--- config.mk ---
export PLATFORM = sky130hd
export DESIGN_NAME = qdsl_host_flat
export DESIGN_NICKNAME = d
export VERILOG_FILES = /design/src/qdsl_pkg.sv /design/src/qdsl_link_if.sv /design/src/qdsl_host.sv /design/src/flat_wrapper.sv
export SDC_FILE = /design/constraint.sdc
export NUM_CORES = 1
export LEC_CHECK = 0
export BUFFER_PORTS_ARGS = -buffer_cell sky130_fd_sc_hd__buf_2
export CAP_MARGIN = 10
export CORE_UTILIZATION = 40
export CTS_CLUSTER_SIZE = 30
export DETAILED_ROUTE_END_ITERATION = 16
export GPL_ROUTABILITY_DRIVEN = 0
export PLACE_DENSITY = 0.59
export SETUP_SLACK_MARGIN = 0.15
export SKIP_CTS_REPAIR_TIMING = 1
export SLEW_MARGIN = 15
export SYNTH_ARGS = -nofsm -noshare
export SYNTH_HDL_FRONTEND = slang
export SYNTH_SLANG_ARGS = --single-unit
--- constraint.sdc ---
create_clock -name clk_sys -period 6.6 [get_ports clk_sys]
set_clock_uncertainty 0.15 [all_clocks]
set_input_delay 1.98 -clock clk_sys [delete_from_list [all_inputs] [get_ports clk_sys]]
set_output_delay 1.98 -clock clk_sys [all_outputs]
set_load 0.1 [all_outputs]
--- src/qdsl_pkg.sv ---
// shared constants for the quad converter serial load path
package qdsl_pkg;
    // word widths of the two resolution variants
    localparam int WORD_W_HI = 16; // 12-bit converter word
    localparam int WORD_W_LO = 14; // 10-bit converter word
    localparam int BYTE_W = 8; // unit width of byte-wise hosts
    localparam int NUM_CH = 4; // converter channels
    localparam int CH_SEL_W = 2; // channel select width
    localparam int CTRL_BITS = 4; // control bits above the data code
    // control field positions, counted down from the word's top bit
    localparam int SHDN_ALL_OFS = 1; // shutdown_all_bit at W-1
    localparam int SHDN_ONE_OFS = 2; // shutdown_one_bit at W-2
    localparam int SEL_HI_OFS = 3; // channel_select_hi at W-3
    localparam int SEL_LO_OFS = 4; // channel_select_lo at W-4
    // reset values
    localparam logic ZERO_CODE_BIT = 1'b0; // every code bit after reset
    localparam logic PIN_IDLE_HI = 1'b1; // idle level of active-low pins
    // timing, in ns and derived in clk_sys cycles
    localparam int CLK_SYS_NS = 20; // 50 MHz system clock
    localparam int SCLK_HALF_NS = 40; // serial clock half period
    localparam int SCLK_HALF_CYC = (SCLK_HALF_NS + CLK_SYS_NS - 1) / CLK_SYS_NS;
    localparam int BYTE_GAP_NS = 160; // idle gap between two bytes
    localparam int BYTE_GAP_CYC = (BYTE_GAP_NS + CLK_SYS_NS - 1) / CLK_SYS_NS;
    localparam int CS_HIGH_NS = 160; // least chip select high time
    localparam int CS_HIGH_CYC = (CS_HIGH_NS + CLK_SYS_NS - 1) / CLK_SYS_NS;
    localparam int LOAD_LOW_NS = 100; // load strobe low pulse width
    localparam int LOAD_LOW_CYC = (LOAD_LOW_NS + CLK_SYS_NS - 1) / CLK_SYS_NS;
    localparam int CNT_W = 8; // width of host timing counters

    // channel number held in a word of width w
    function automatic logic [CH_SEL_W-1:0] qdsl_sel(input logic [WORD_W_HI-1:0] word,
                                                     input int w);
        qdsl_sel = {word[w-SEL_HI_OFS], word[w-SEL_LO_OFS]};
    endfunction
endpackage

--- src/qdsl_link_if.sv ---
`timescale 1ns/10ps
// the three-wire serial link plus the two side pins
interface qdsl_link_if;
    logic sclk; // serial clock, idle low, made by the host
    logic cs_n; // chip select, active low
    logic serial_in_line; // serial data, msb first
    logic load_outputs_strobe_n; // level load of all outputs, active low
    logic async_zero_reset_n; // asynchronous clear to zero code, active low

    modport host (
        output sclk,
        output cs_n,
        output serial_in_line,
        output load_outputs_strobe_n,
        output async_zero_reset_n
    );
    modport dev (
        input sclk,
        input cs_n,
        input serial_in_line,
        input load_outputs_strobe_n,
        input async_zero_reset_n
    );
endinterface

--- src/qdsl_host.sv ---
`timescale 1ns/10ps
// How it works
// - word is 16 bits, or 14 bits
// - most significant bit travels first
// - data sampled on rising serial clock
// - shifting only while chip select low
// - only last word-width bits are used
// - host may send two right-justified bytes
// - chip select rise loads addressed channel
// - zero reset pin clears codes asynchronously
// - power-up reset clears all channel registers
// - outputs stay zero until a load
// - update automatic or by load strobe
// - host clock idles low, rising-edge data
// - top bit shuts all channels down
// - next bit shuts only addressed channel
// serial master: makes sclk by dividing clk_sys, shifts one word per start
module qdsl_host import qdsl_pkg::*; #(
    parameter int WORD_W = WORD_W_HI, // 16 or 14
    parameter bit BYTE_MODE = 1'b0, // send as two right-justified bytes
    parameter int HALF_CYC = SCLK_HALF_CYC, // clk_sys cycles per sclk half
    parameter int GAP_CYC = BYTE_GAP_CYC, // idle cycles between the bytes
    parameter int CSH_CYC = CS_HIGH_CYC, // cycles cs_n stays high after a word
    parameter int LDL_CYC = LOAD_LOW_CYC // cycles of one load pulse
) (
    input wire logic clk_sys, // system clock
    input wire logic rst_n, // async reset, active low
    input wire logic clk_en, // freezes all state but the done pulse while low
    input wire logic start, // pulse: send word_in
    input wire logic [WORD_W-1:0] word_in, // word to send
    input wire logic load_req, // pulse: strobe load of all outputs
    input wire logic zero_req, // level: hold the device at zero code
    output logic busy, // word in flight
    output logic done, // pulse: word sent and cs_n back high
    qdsl_link_if.host link // serial pins
);
    localparam int SH_W = 2 * BYTE_W; // shifter holds two bytes
    localparam int FRAME_W = BYTE_MODE ? SH_W : WORD_W; // bits per frame

    typedef enum logic [2:0] {
        H_IDLE = 3'h0, // cs_n high, waiting
        H_LOW = 3'h1, // sclk low half, data set up
        H_HIGH = 3'h2, // sclk high half, device samples
        H_GAP = 3'h3, // between the two bytes, cs_n still low
        H_TAIL = 3'h4, // last half before cs_n rises
        H_HOLD = 3'h5 // cs_n high, least high time
    } qdsl_hstate_t;

    typedef struct packed {
        qdsl_hstate_t st; // sequencer state
        logic [CNT_W-1:0] cnt; // half-period, gap and hold timer
        logic [CNT_W-1:0] bits; // bits still to send
        logic [SH_W-1:0] sh; // outgoing shifter, msb at the top
        logic sclk; // serial clock pin
        logic cs_n; // chip select pin
        logic sdo; // serial data pin
        logic ld_n; // load strobe pin
        logic [CNT_W-1:0] ld_cnt; // load pulse timer
        logic zr_n; // zero reset pin
        logic busy; // frame in flight
        logic done; // end of frame pulse
    } qdsl_host_t;

    qdsl_host_t cur, nxt;

    // sequencer and pin drivers
    always_comb begin
        nxt = cur;
        nxt.done = 1'b0;
        if (clk_en) begin
            nxt.zr_n = ~zero_req; // plain level out of a flop
            // load strobe pulse, retriggered by a new request
            if (load_req) begin
                nxt.ld_n = 1'b0;
                nxt.ld_cnt = CNT_W'(LDL_CYC - 1);
            end else if (!cur.ld_n) begin
                if (cur.ld_cnt == '0) begin
                    nxt.ld_n = 1'b1;
                end else begin
                    nxt.ld_cnt = cur.ld_cnt - 1'b1;
                end
            end
            unique case (cur.st)
                H_IDLE: begin
                    if (start) begin
                        // word right-justified, then moved to the top, msb first
                        nxt.sh = SH_W'(word_in) << (SH_W - FRAME_W);
                        nxt.sdo = nxt.sh[SH_W-1];
                        nxt.cs_n = 1'b0;
                        nxt.bits = CNT_W'(FRAME_W);
                        nxt.cnt = CNT_W'(HALF_CYC - 1);
                        nxt.busy = 1'b1;
                        nxt.st = H_LOW;
                    end
                end
                H_LOW: begin
                    if (cur.cnt == '0) begin
                        nxt.sclk = 1'b1; // rising edge with data already stable
                        nxt.cnt = CNT_W'(HALF_CYC - 1);
                        nxt.st = H_HIGH;
                    end else begin
                        nxt.cnt = cur.cnt - 1'b1;
                    end
                end
                H_HIGH: begin
                    if (cur.cnt == '0) begin
                        nxt.sclk = 1'b0; // idle low, data moves on the fall
                        nxt.bits = cur.bits - 1'b1;
                        nxt.sh = cur.sh << 1;
                        nxt.sdo = cur.sh[SH_W-2];
                        nxt.cnt = CNT_W'(HALF_CYC - 1);
                        if (cur.bits == CNT_W'(1)) begin
                            nxt.st = H_TAIL;
                        end else if (BYTE_MODE && cur.bits == CNT_W'(BYTE_W + 1)) begin
                            // cs_n kept low across the byte boundary
                            nxt.cnt = CNT_W'(GAP_CYC - 1);
                            nxt.st = H_GAP;
                        end else begin
                            nxt.st = H_LOW;
                        end
                    end else begin
                        nxt.cnt = cur.cnt - 1'b1;
                    end
                end
                H_GAP: begin
                    if (cur.cnt == '0) begin
                        nxt.cnt = CNT_W'(HALF_CYC - 1);
                        nxt.st = H_LOW;
                    end else begin
                        nxt.cnt = cur.cnt - 1'b1;
                    end
                end
                H_TAIL: begin
                    if (cur.cnt == '0) begin
                        nxt.cs_n = 1'b1; // this edge commits the word
                        nxt.cnt = CNT_W'(CSH_CYC - 1);
                        nxt.st = H_HOLD;
                    end else begin
                        nxt.cnt = cur.cnt - 1'b1;
                    end
                end
                H_HOLD: begin
                    // device needs this time to pick the word up
                    if (cur.cnt == '0) begin
                        nxt.busy = 1'b0;
                        nxt.done = 1'b1;
                        nxt.st = H_IDLE;
                    end else begin
                        nxt.cnt = cur.cnt - 1'b1;
                    end
                end
                default: begin
                    nxt.st = H_IDLE; // unused codes recover to idle
                end
            endcase
        end
    end

    // state register, pins idle high where active low
    always_ff @(posedge clk_sys or negedge rst_n) begin
        if (!rst_n) begin
            cur <= '0;
            cur.cs_n <= PIN_IDLE_HI;
            cur.ld_n <= PIN_IDLE_HI;
            cur.zr_n <= PIN_IDLE_HI;
        end else begin
            cur <= nxt;
        end
    end

    assign link.sclk = cur.sclk;
    assign link.cs_n = cur.cs_n;
    assign link.serial_in_line = cur.sdo;
    assign link.load_outputs_strobe_n = cur.ld_n;
    assign link.async_zero_reset_n = cur.zr_n;
    assign busy = cur.busy;
    assign done = cur.done;
endmodule

--- src/flat_wrapper.sv ---
// flat-port wrapper written by rule: the top's interface ports become plain ports
module qdsl_host_flat import qdsl_pkg::*;
#(
    parameter int WORD_W = WORD_W_HI,            
    parameter bit BYTE_MODE = 1'b0,                                     
    parameter int HALF_CYC = SCLK_HALF_CYC,                                
    parameter int GAP_CYC = BYTE_GAP_CYC,                                 
    parameter int CSH_CYC = CS_HIGH_CYC,                                       
    parameter int LDL_CYC = LOAD_LOW_CYC                            
)
  (clk_sys, rst_n, clk_en, start, word_in, load_req, zero_req, busy, done, link_sclk, link_cs_n, link_serial_in_line, link_load_outputs_strobe_n, link_async_zero_reset_n);
  qdsl_link_if link_i ();
  input wire logic clk_sys;
  input wire logic rst_n;
  input wire logic clk_en;
  input wire logic start;
  input wire logic [WORD_W-1:0] word_in;
  input wire logic load_req;
  input wire logic zero_req;
  output logic busy;
  output logic done;
  output wire logic [$bits(link_i.sclk)-1:0] link_sclk;
  output wire logic [$bits(link_i.cs_n)-1:0] link_cs_n;
  output wire logic [$bits(link_i.serial_in_line)-1:0] link_serial_in_line;
  output wire logic [$bits(link_i.load_outputs_strobe_n)-1:0] link_load_outputs_strobe_n;
  output wire logic [$bits(link_i.async_zero_reset_n)-1:0] link_async_zero_reset_n;
  assign link_sclk = link_i.sclk;
  assign link_cs_n = link_i.cs_n;
  assign link_serial_in_line = link_i.serial_in_line;
  assign link_load_outputs_strobe_n = link_i.load_outputs_strobe_n;
  assign link_async_zero_reset_n = link_i.async_zero_reset_n;
  qdsl_host #(.WORD_W(WORD_W), .BYTE_MODE(BYTE_MODE), .HALF_CYC(HALF_CYC), .GAP_CYC(GAP_CYC), .CSH_CYC(CSH_CYC), .LDL_CYC(LDL_CYC)) u_core (.clk_sys(clk_sys), .rst_n(rst_n), .clk_en(clk_en), .start(start), .word_in(word_in), .load_req(load_req), .zero_req(zero_req), .busy(busy), .done(done), .link(link_i));
endmodule
==> results.txt, run 1 <==
----------------------------------------------------
[Run status]
  Result of the run ... finished, final reports clean

[Floorplan]
  Core box area ... 0.00646 mm^2
  DIE WIDTH ... roughly 85 um
  Total number of placement rows ... 29
  Starting utilization of the core area ... between 40% and 50%
  Die Outline Area ... 0.00715 mm^2
  Num ports ... 29
  Die Ht ... roughly 85 um

[Synthesis]
  Cell area after synthesis ... between 0.002 and 0.003 mm^2
  EDFF count, synth ... 0
  Mean Syn Cell Area ... 9.99 um^2
  Largest cells by area after synthesis ... dfrtp_1 (42%), mux2i_1 (7.3%), o21ai_0 (4.8%)
  Synth cell types ... 56
  Post-synth top area share ... about 42%
  Most area-hungry cell type in the Yosys netlist ... dfrtp_1
  Fraction of the yosys area taken by sequential cells ... 45.1%
  Post-Synthesis Cells ... about 270
  Total of warnings raised by yosys ... 0
  Share of synthesized flip-flops with an asynchronous set or reset ... 100%
  Flop and latch count out of synthesis ... slightly below 50
  Most used flip-flop cell after synthesis ... dfrtp_1
  Post-synthesis net count ... 300

[Clock network]
  CTS Buf Count ... 5
  Clock Sink Count ... approximately 50
  Clock insertion delay at the later pin of the skew report ... roughly 300 ps
  Buffer depth of the longest clock path ... 2
  H-tree levels ... 2
  Clock tree from TritonCTS ... yes
  Root buf cell ... clkbuf_8
  Clock transition at path regs ... roughly 90 ps

[Global route]
  Vias in the first global route ... 2125
  Maximum number of pins on one net before global-route repair ... 50
  Global-route wire length before repair ... between 10000 and 15000 um
  GR Util All Layers ... between 10% and 20%
  Aggregate global routing overflow ... 0
  Number of antenna violations at the first check in global routing ... 0

[Placed design]
  Placed wire-length estimate ... roughly 3800 um
  Count of buffers inserted at the top-level ports ... 28

[Final layout]
  Multi-input gate area ... about 0.0014 mm^2
  Nets@finish ... ~320
  Share of final-layout standard cells stronger than drive strength 1 ... around a fifth
  Antenna cells ... 0
  Number of fill cells ... about 630
  Area of all sequential standard cells ... 0.00123 mm^2
  Area added between synthesis and finish ... 11.2%

[Routing]
  Number of routed nets with antenna violations ... 0
  Number of detailed-routing iterations run before antenna repair ... 4
  Count of routing violations after the opening detailed-route iteration ... about 110
  Amount of wire on met2 after detailed routing ... around 2600 um
  Routed len/inst ... 15.0 um
  DRT Wirelength ... between 5000 and 6000 um
  Vias per Instance ... 5.71
  Routed via count ... around 2100
  Highest layer used for signal routing ... met4
  Routed length on met3 ... 185 um
  Met1 WL ... about 2800 um
  Count of unresolved DRC violations after routing ... 0

[Setup path]
  R2r startpoint ... u_core.cur[49]$_DFFE_PN0P_
  Largest driver fanout on the critical path ... 28
  WP data arrival ... roughly 3700 ps
  Setup crit start kind ... primary input
  Setup Crit Path Kind ... primary input to flip-flop
  Terminus of the critical flop-to-flop path ... u_core.cur[38]$_DFFE_PN0P_
  Minimum setup slack among reg-to-reg paths ... around 3600 ps
  Logic depth of the worst register-to-register path ... 4
  Type of element capturing the critical path ... flip-flop
  Critical path data required time ... 6680 ps

[Timing]
  Hold slack final ... roughly 320 ps
  Max_slew headroom ... between 20% and 30%
  Worst-Margin Slew ... roughly 1100 ps
  RSZ-0062 raised after global routing ... false
  Post-route clock period utilization ... approximately 55%
  Maximum achievable frequency ... about 0.28 GHz
  Post-route minimum period ... about 3600 ps
  Pins over their slew limit ... 0
  Total negative slack ... 0 ps
  Final setup violation count ... 0
  Number of hold violations in the final report ... 0

[Min path]
  Class of the worst hold path ... flip-flop to flip-flop
  End of the worst hold path ... u_core.link.async_zero_reset_n$_DFFE_PN1P_
  Hold-critical path depth ... 2
  Launch point of the worst hold path ... u_core.link.async_zero_reset_n$_DFFE_PN1P_

[Pwr]
  Pwr/cell area ... 441 mW/mm^2
  Peak ir drop on the vdd network ... roughly 140 uV
  Static Leak ... ~1.4 nW

[Job]
  Max_cap viols ... 0

----------------------------------------------------
==> sequential cells by signal (all words and copies together), names as in the netlist <==
name,cells
u_core.link.async_zero_reset_n,1
u_core.link.cs_n,1
u_core.done,1
u_core.link.load_outputs_strobe_n,1
u_core.link.serial_in_line,1
u_core.cur,42
u_core.busy,1
u_core.link.sclk,1
==> power by group <==
group	switching (W)	internal, W
Combinational	0.000349	0.000237
Clock	0.0000995	0.000124
Sequential	0.000114	0.000414
==> worst max-delay path, cell delays in order <==
cell and delay, ps:
buf_2 260, nor3b_2 320, nand4_4 370, or4_1 620, a21oi_1 150
==> synthesized netlist by cell type (all sizes together), types with 2 or more instances <==
| cell type | instances |
|---|---|
| nor3 | 6 |
| a21o | 2 |
| buf | 7 |
| nand4 | 3 |
| o2bb2ai | 2 |
| mux2i | 20 |
| dfrtp | 46 |
| and4 | 2 |
| and3 | 2 |
| o21ai | 27 |
| a31oi | 2 |
| or4 | 9 |
| or2 | 3 |
| nand2b | 7 |
| dfstp | 3 |
| or3 | 8 |
| nor2 | 12 |
| mux2 | 2 |
| ha | 5 |
| nor2b | 2 |
| o31ai | 4 |
| clkbuf | 6 |
| nor4 | 3 |
| a32o | 3 |
| or4b | 4 |
| a21oi | 12 |
| inv | 14 |
| nor3b | 2 |
| nand3 | 22 |
| o311ai | 3 |
| nand2 | 15 |
==> stage by stage <==
stage	util (%)	total power, W	setup slack [ps]	cell area (um^2)	std cells
finish	47.0	0.00134	2980	3030	374
floorplan	-	0.000996	3400	2730	273
CTS	47.0	0.00135	2960	3030	374
detailed placement	45.2	0.00112	2650	2920	366
global route	47.0	0.00145	2780	3030	374
global placement	45.2	0.00111	2700	2920	366
==> cell usage in the layout (no fill, tap or decap), types with 4 or more instances in the layout <==
cell,instances
or3_1,7
ha_1,5
or4_1,7
buf_2,28
o31ai_1,4
dfrtp_1,46
mux2i_1,20
o21ai_0,26
nor3_1,4
nor2_1,11
clkbuf_8,6
nand2b_1,7
nand3_1,22
a21oi_1,12
inv_1,14
nand2_1,15
==> cells by family after synthesis <==
kind of cell | share of synthesized area [%]
AO/OA/AOI/OAI | 15.9
adder cells (fa/ha/maj) | 2.29
buffers and inverters | 4.13
flip-flops | 45.1
multiplexers | 8.17
AND/OR/NAND/NOR | 24.4
==> how the worst max path moves through the flow <==
stage | from | endpoint | slack, ps | cells after the start
after floorplan | clk_en | u_core.cur[36]$_DFFE_PN0P_ | 3400 | 4
after global placement | clk_en | u_core.cur[38]$_DFFE_PN0P_ | 2700 | 5
after detailed placement | clk_en | u_core.cur[36]$_DFFE_PN0P_ | 2650 | 5
after CTS | clk_en | u_core.cur[36]$_DFFE_PN0P_ | 2960 | 5
after global routing | clk_en | u_core.link.serial_in_line$_DFFE_PN0P_ | 2780 | 5
final | clk_en | u_core.cur[38]$_DFFE_PN0P_ | 2980 | 5
==> metal layers <==
layer,GRT usage (%),vias up
li1,-,1059
met1,23.9,1030
met2,28.2,42
met3,2.65,5
met4,6.16,0
met5,0,-
==> final cells by class <==
class	count	share of cell area (%)
Multi-Input combinational cell	197	45.9
Sequential cell	49	40.5
Timing Repair Buffer	29	4.87
Tap cell	77	3.18
Clock buffer	7	2.85
Inverter	14	1.73
Clock inverter	1	0.990
(Power assumes the default switching activity.)
==> run 2, diff against run 1 <==
- PLACE_DENSITY: 0.59 -> 0.61
- clock period: 6.6 -> 3 ns (I/O delays scaled with it)
==> results.txt, run 2 (synthesis gave the netlist of run 1 again) <==
----------------------------------------------------
[Pwr]
  Net switching power ... 0.00127 W (+130%)
  Pwr/cell area ... 967 mW/mm^2 (+120%)
  Peak ir drop on the vdd network ... 329 uV (+140%)
  Total power consumption of the routed design ... 0.00299 W (+120%)
  Fraction of power consumed by the clock network ... 16.6% (about the same)
  Fraction of power spent switching nets ... 42.3% (+0.28 points)
  Internal power contribution ... 0.00173 W (+120%)
  Logic gate share of total power ... 44.4% (+0.6 points)
  Reg power frac ... 39.0% (-0.5 points)
  Static Leak ... 1.39 nW (+2.7%)

[Global route]
  GR Util All Layers ... 17.6% (+0.084 points)
  Number of antenna violations at the first check in global routing ... 0 (unchanged)
  Maximum number of pins on one net before global-route repair ... 22 (-56%)
  Aggregate global routing overflow ... 0 (unchanged)
  Vias in the first global route ... 2118 (-0.33%)
  Global-route wire length before repair ... 10000 um (-0.21%)

[Clock network]
  Buffer depth of the longest clock path ... 2 (unchanged)
  Clock transition at path regs ... 100 ps (about the same)
  CTS Buf Count ... 5 (unchanged)
  Clock insertion delay at the later pin of the skew report ... 310 ps (about the same)
  Clock Sink Count ... 49 (unchanged)
  Clock tree from TritonCTS ... yes
  H-tree levels ... 2 (unchanged)
  Root buf cell ... clkbuf_8

[Final layout]
  Register with the highest flop count ... u_core.cur
  Nets@finish ... 331 (+2.5%)
  Multi-input gate area ... 0.00139 mm^2 (unchanged)
  Area added between synthesis and finish ... 13.6%
  Leading cell types in the layout, fill and taps excluded ... dfrtp_1 (46), buf_2 (28), o21ai_0 (26)
  Share of final-layout standard cells stronger than drive strength 1 ... 21.3% (+2.5 points)
  Area of all sequential standard cells ... 0.00123 mm^2 (unchanged)
  Antenna cells ... 0 (unchanged)
  Number of fill cells ... 636 (+1.6%)
  Number of cells in the finished layout apart from fillers ... 382 (+2.1%)
  Max FFs per register ... 42 (unchanged)
  Leading cell type in the layout, fill and taps excluded ... dfrtp_1

[Routing]
  Number of detailed-routing iterations run before antenna repair ... 6 (+2)
  Met1 WL ... 2860 um (+3.4%)
  Vias per Instance ... 5.73 (+0.34%)
  Count of unresolved DRC violations after routing ... 0 (unchanged)
  Routed length on met3 ... 214 um (+16%)
  DRT Wirelength ... 5860 um (+4.3%)
  Count of routing violations after the opening detailed-route iteration ... 101 (-11%)
  Number of routed nets with antenna violations ... 0 (unchanged)
  Routed via count ... 2189 (+2.5%)
  Amount of wire on met2 after detailed routing ... 2710 um (+4.0%)
  Highest layer used for signal routing ... met4
  Routed len/inst ... 15.3 um (+2.2%)

[Floorplan]
  Core box area ... 0.00646 mm^2 (unchanged)
  DIE WIDTH ... 84.6 um (unchanged)
  Num ports ... 29 (unchanged)
  Starting utilization of the core area ... 42.2% (unchanged)
  Total number of placement rows ... 29 (unchanged)
  Die Outline Area ... 0.00715 mm^2 (unchanged)
  Die Ht ... 84.6 um (unchanged)

[Setup path]
  Largest driver fanout on the critical path ... 21 (-25%)
  Setup Crit Path Kind ... flip-flop to flip-flop
  Setup crit start kind ... flip-flop
  Logic depth of the worst register-to-register path ... 7 (+3)
  Critical path data required time ... 3080 ps (-3600 ps)
  WP data arrival ... 2590 ps (-1120 ps)
  Type of element capturing the critical path ... flip-flop

[Run status]
  Result of the run ... finished, final reports clean

[Timing]
  Post-route worst setup slack ... 483 ps (-2490 ps)
  Max_slew headroom ... 37.0% (+11 points)
  Total negative slack ... 0 ps (unchanged)
  Pins over their slew limit ... 0 (unchanged)
  Maximum achievable frequency ... approximately 0.4 GHz
  RSZ-0062 raised after global routing ... false
  Worst-Margin Slew ... 942 ps (-163 ps)
  Hold slack final ... 318 ps (-0.624 ps)
  Final setup violation count ... 0 (unchanged)
  Post-route clock period utilization ... between 80% and 90%
  Post-route minimum period ... around 2500 ps
  Number of hold violations in the final report ... 0 (unchanged)

[Placed design]
  Placed wire-length estimate ... 4140 um (+8.7%)
  DP Worst Slack ... 227 ps (-2430 ps)
  Count of buffers inserted at the top-level ports ... 28 (unchanged)
  Cell total after placement ... 374 (+2.2%)

[Job]
  Max_cap viols ... 0 (unchanged)

[Min path]
  Hold-critical path depth ... 2 (unchanged)
  Class of the worst hold path ... flip-flop to flip-flop

----------------------------------------------------
run 2: path summary, 6_finish.rpt:
| check | from | end | slack (ps) |
|---|---|---|---|
| max in group asynchronous | rst_n | u_core.link.cs_n$_DFFE_PN1P_ | 1690 |
| worst min-delay path | u_core.link.async_zero_reset_n$_DFFE_PN1P_ | u_core.link.async_zero_reset_n$_DFFE_PN1P_ | 320 |
| worst max-delay path | u_core.cur[39]$_DFFE_PN0P_ | u_core.cur[33]$_DFFE_PN0P_ | 480 |
| worst max register to register | u_core.cur[39]$_DFFE_PN0P_ | u_core.cur[33]$_DFFE_PN0P_ | 480 |
| min in group asynchronous | rst_n | u_core.cur[42]$_DFFE_PN0P_ | 380 |
| worst min register to register | u_core.link.async_zero_reset_n$_DFFE_PN1P_ | u_core.link.async_zero_reset_n$_DFFE_PN1P_ | 320 |
run 2: worst max-delay path, stage by stage (launching register included):
cell	delay [ps]
dfrtp_1	430
inv_1	100
ha_1	210
nor2b_1	420
nand4_4	360
buf_4	290
or3_1	310
a21oi_1	170
run 2: layout make-up:
class,instances,share of cell area (%)
Timing Repair Buffer,37,6.70
Clock inverter,2,1.21
Inverter,14,1.70
Multi-Input combinational cell,197,44.9
Clock buffer,6,2.67
Tap cell,77,3.11
Sequential cell,49,39.7
run 2: routing by layer:
layer	vias to the layer above	GRT usage, %
li1	1082	-
met2	44	28.2
met1	1057	23.9
met4	0	5.55
met3	6	3.54
met5	-	0
run 2: stage by stage:
step	area [um^2]	util, %
after floorplan	2730	-
after global placement	2980	46.1
after detailed placement	2980	46.1
after CTS	3100	48.0
after global routing	3100	48.0
final	3100	48.0
run 2: power by group through the flow:
stage,sequential [W],combinational (W),clock (W)
after global placement,0.00117,0.00130,0
after CTS,0.00116,0.00134,0.000512
final,0.00117,0.00133,0.000498
after global routing,0.00121,0.00148,0.000534
after detailed placement,0.00117,0.00133,0
after floorplan,0.00123,0.000959,0
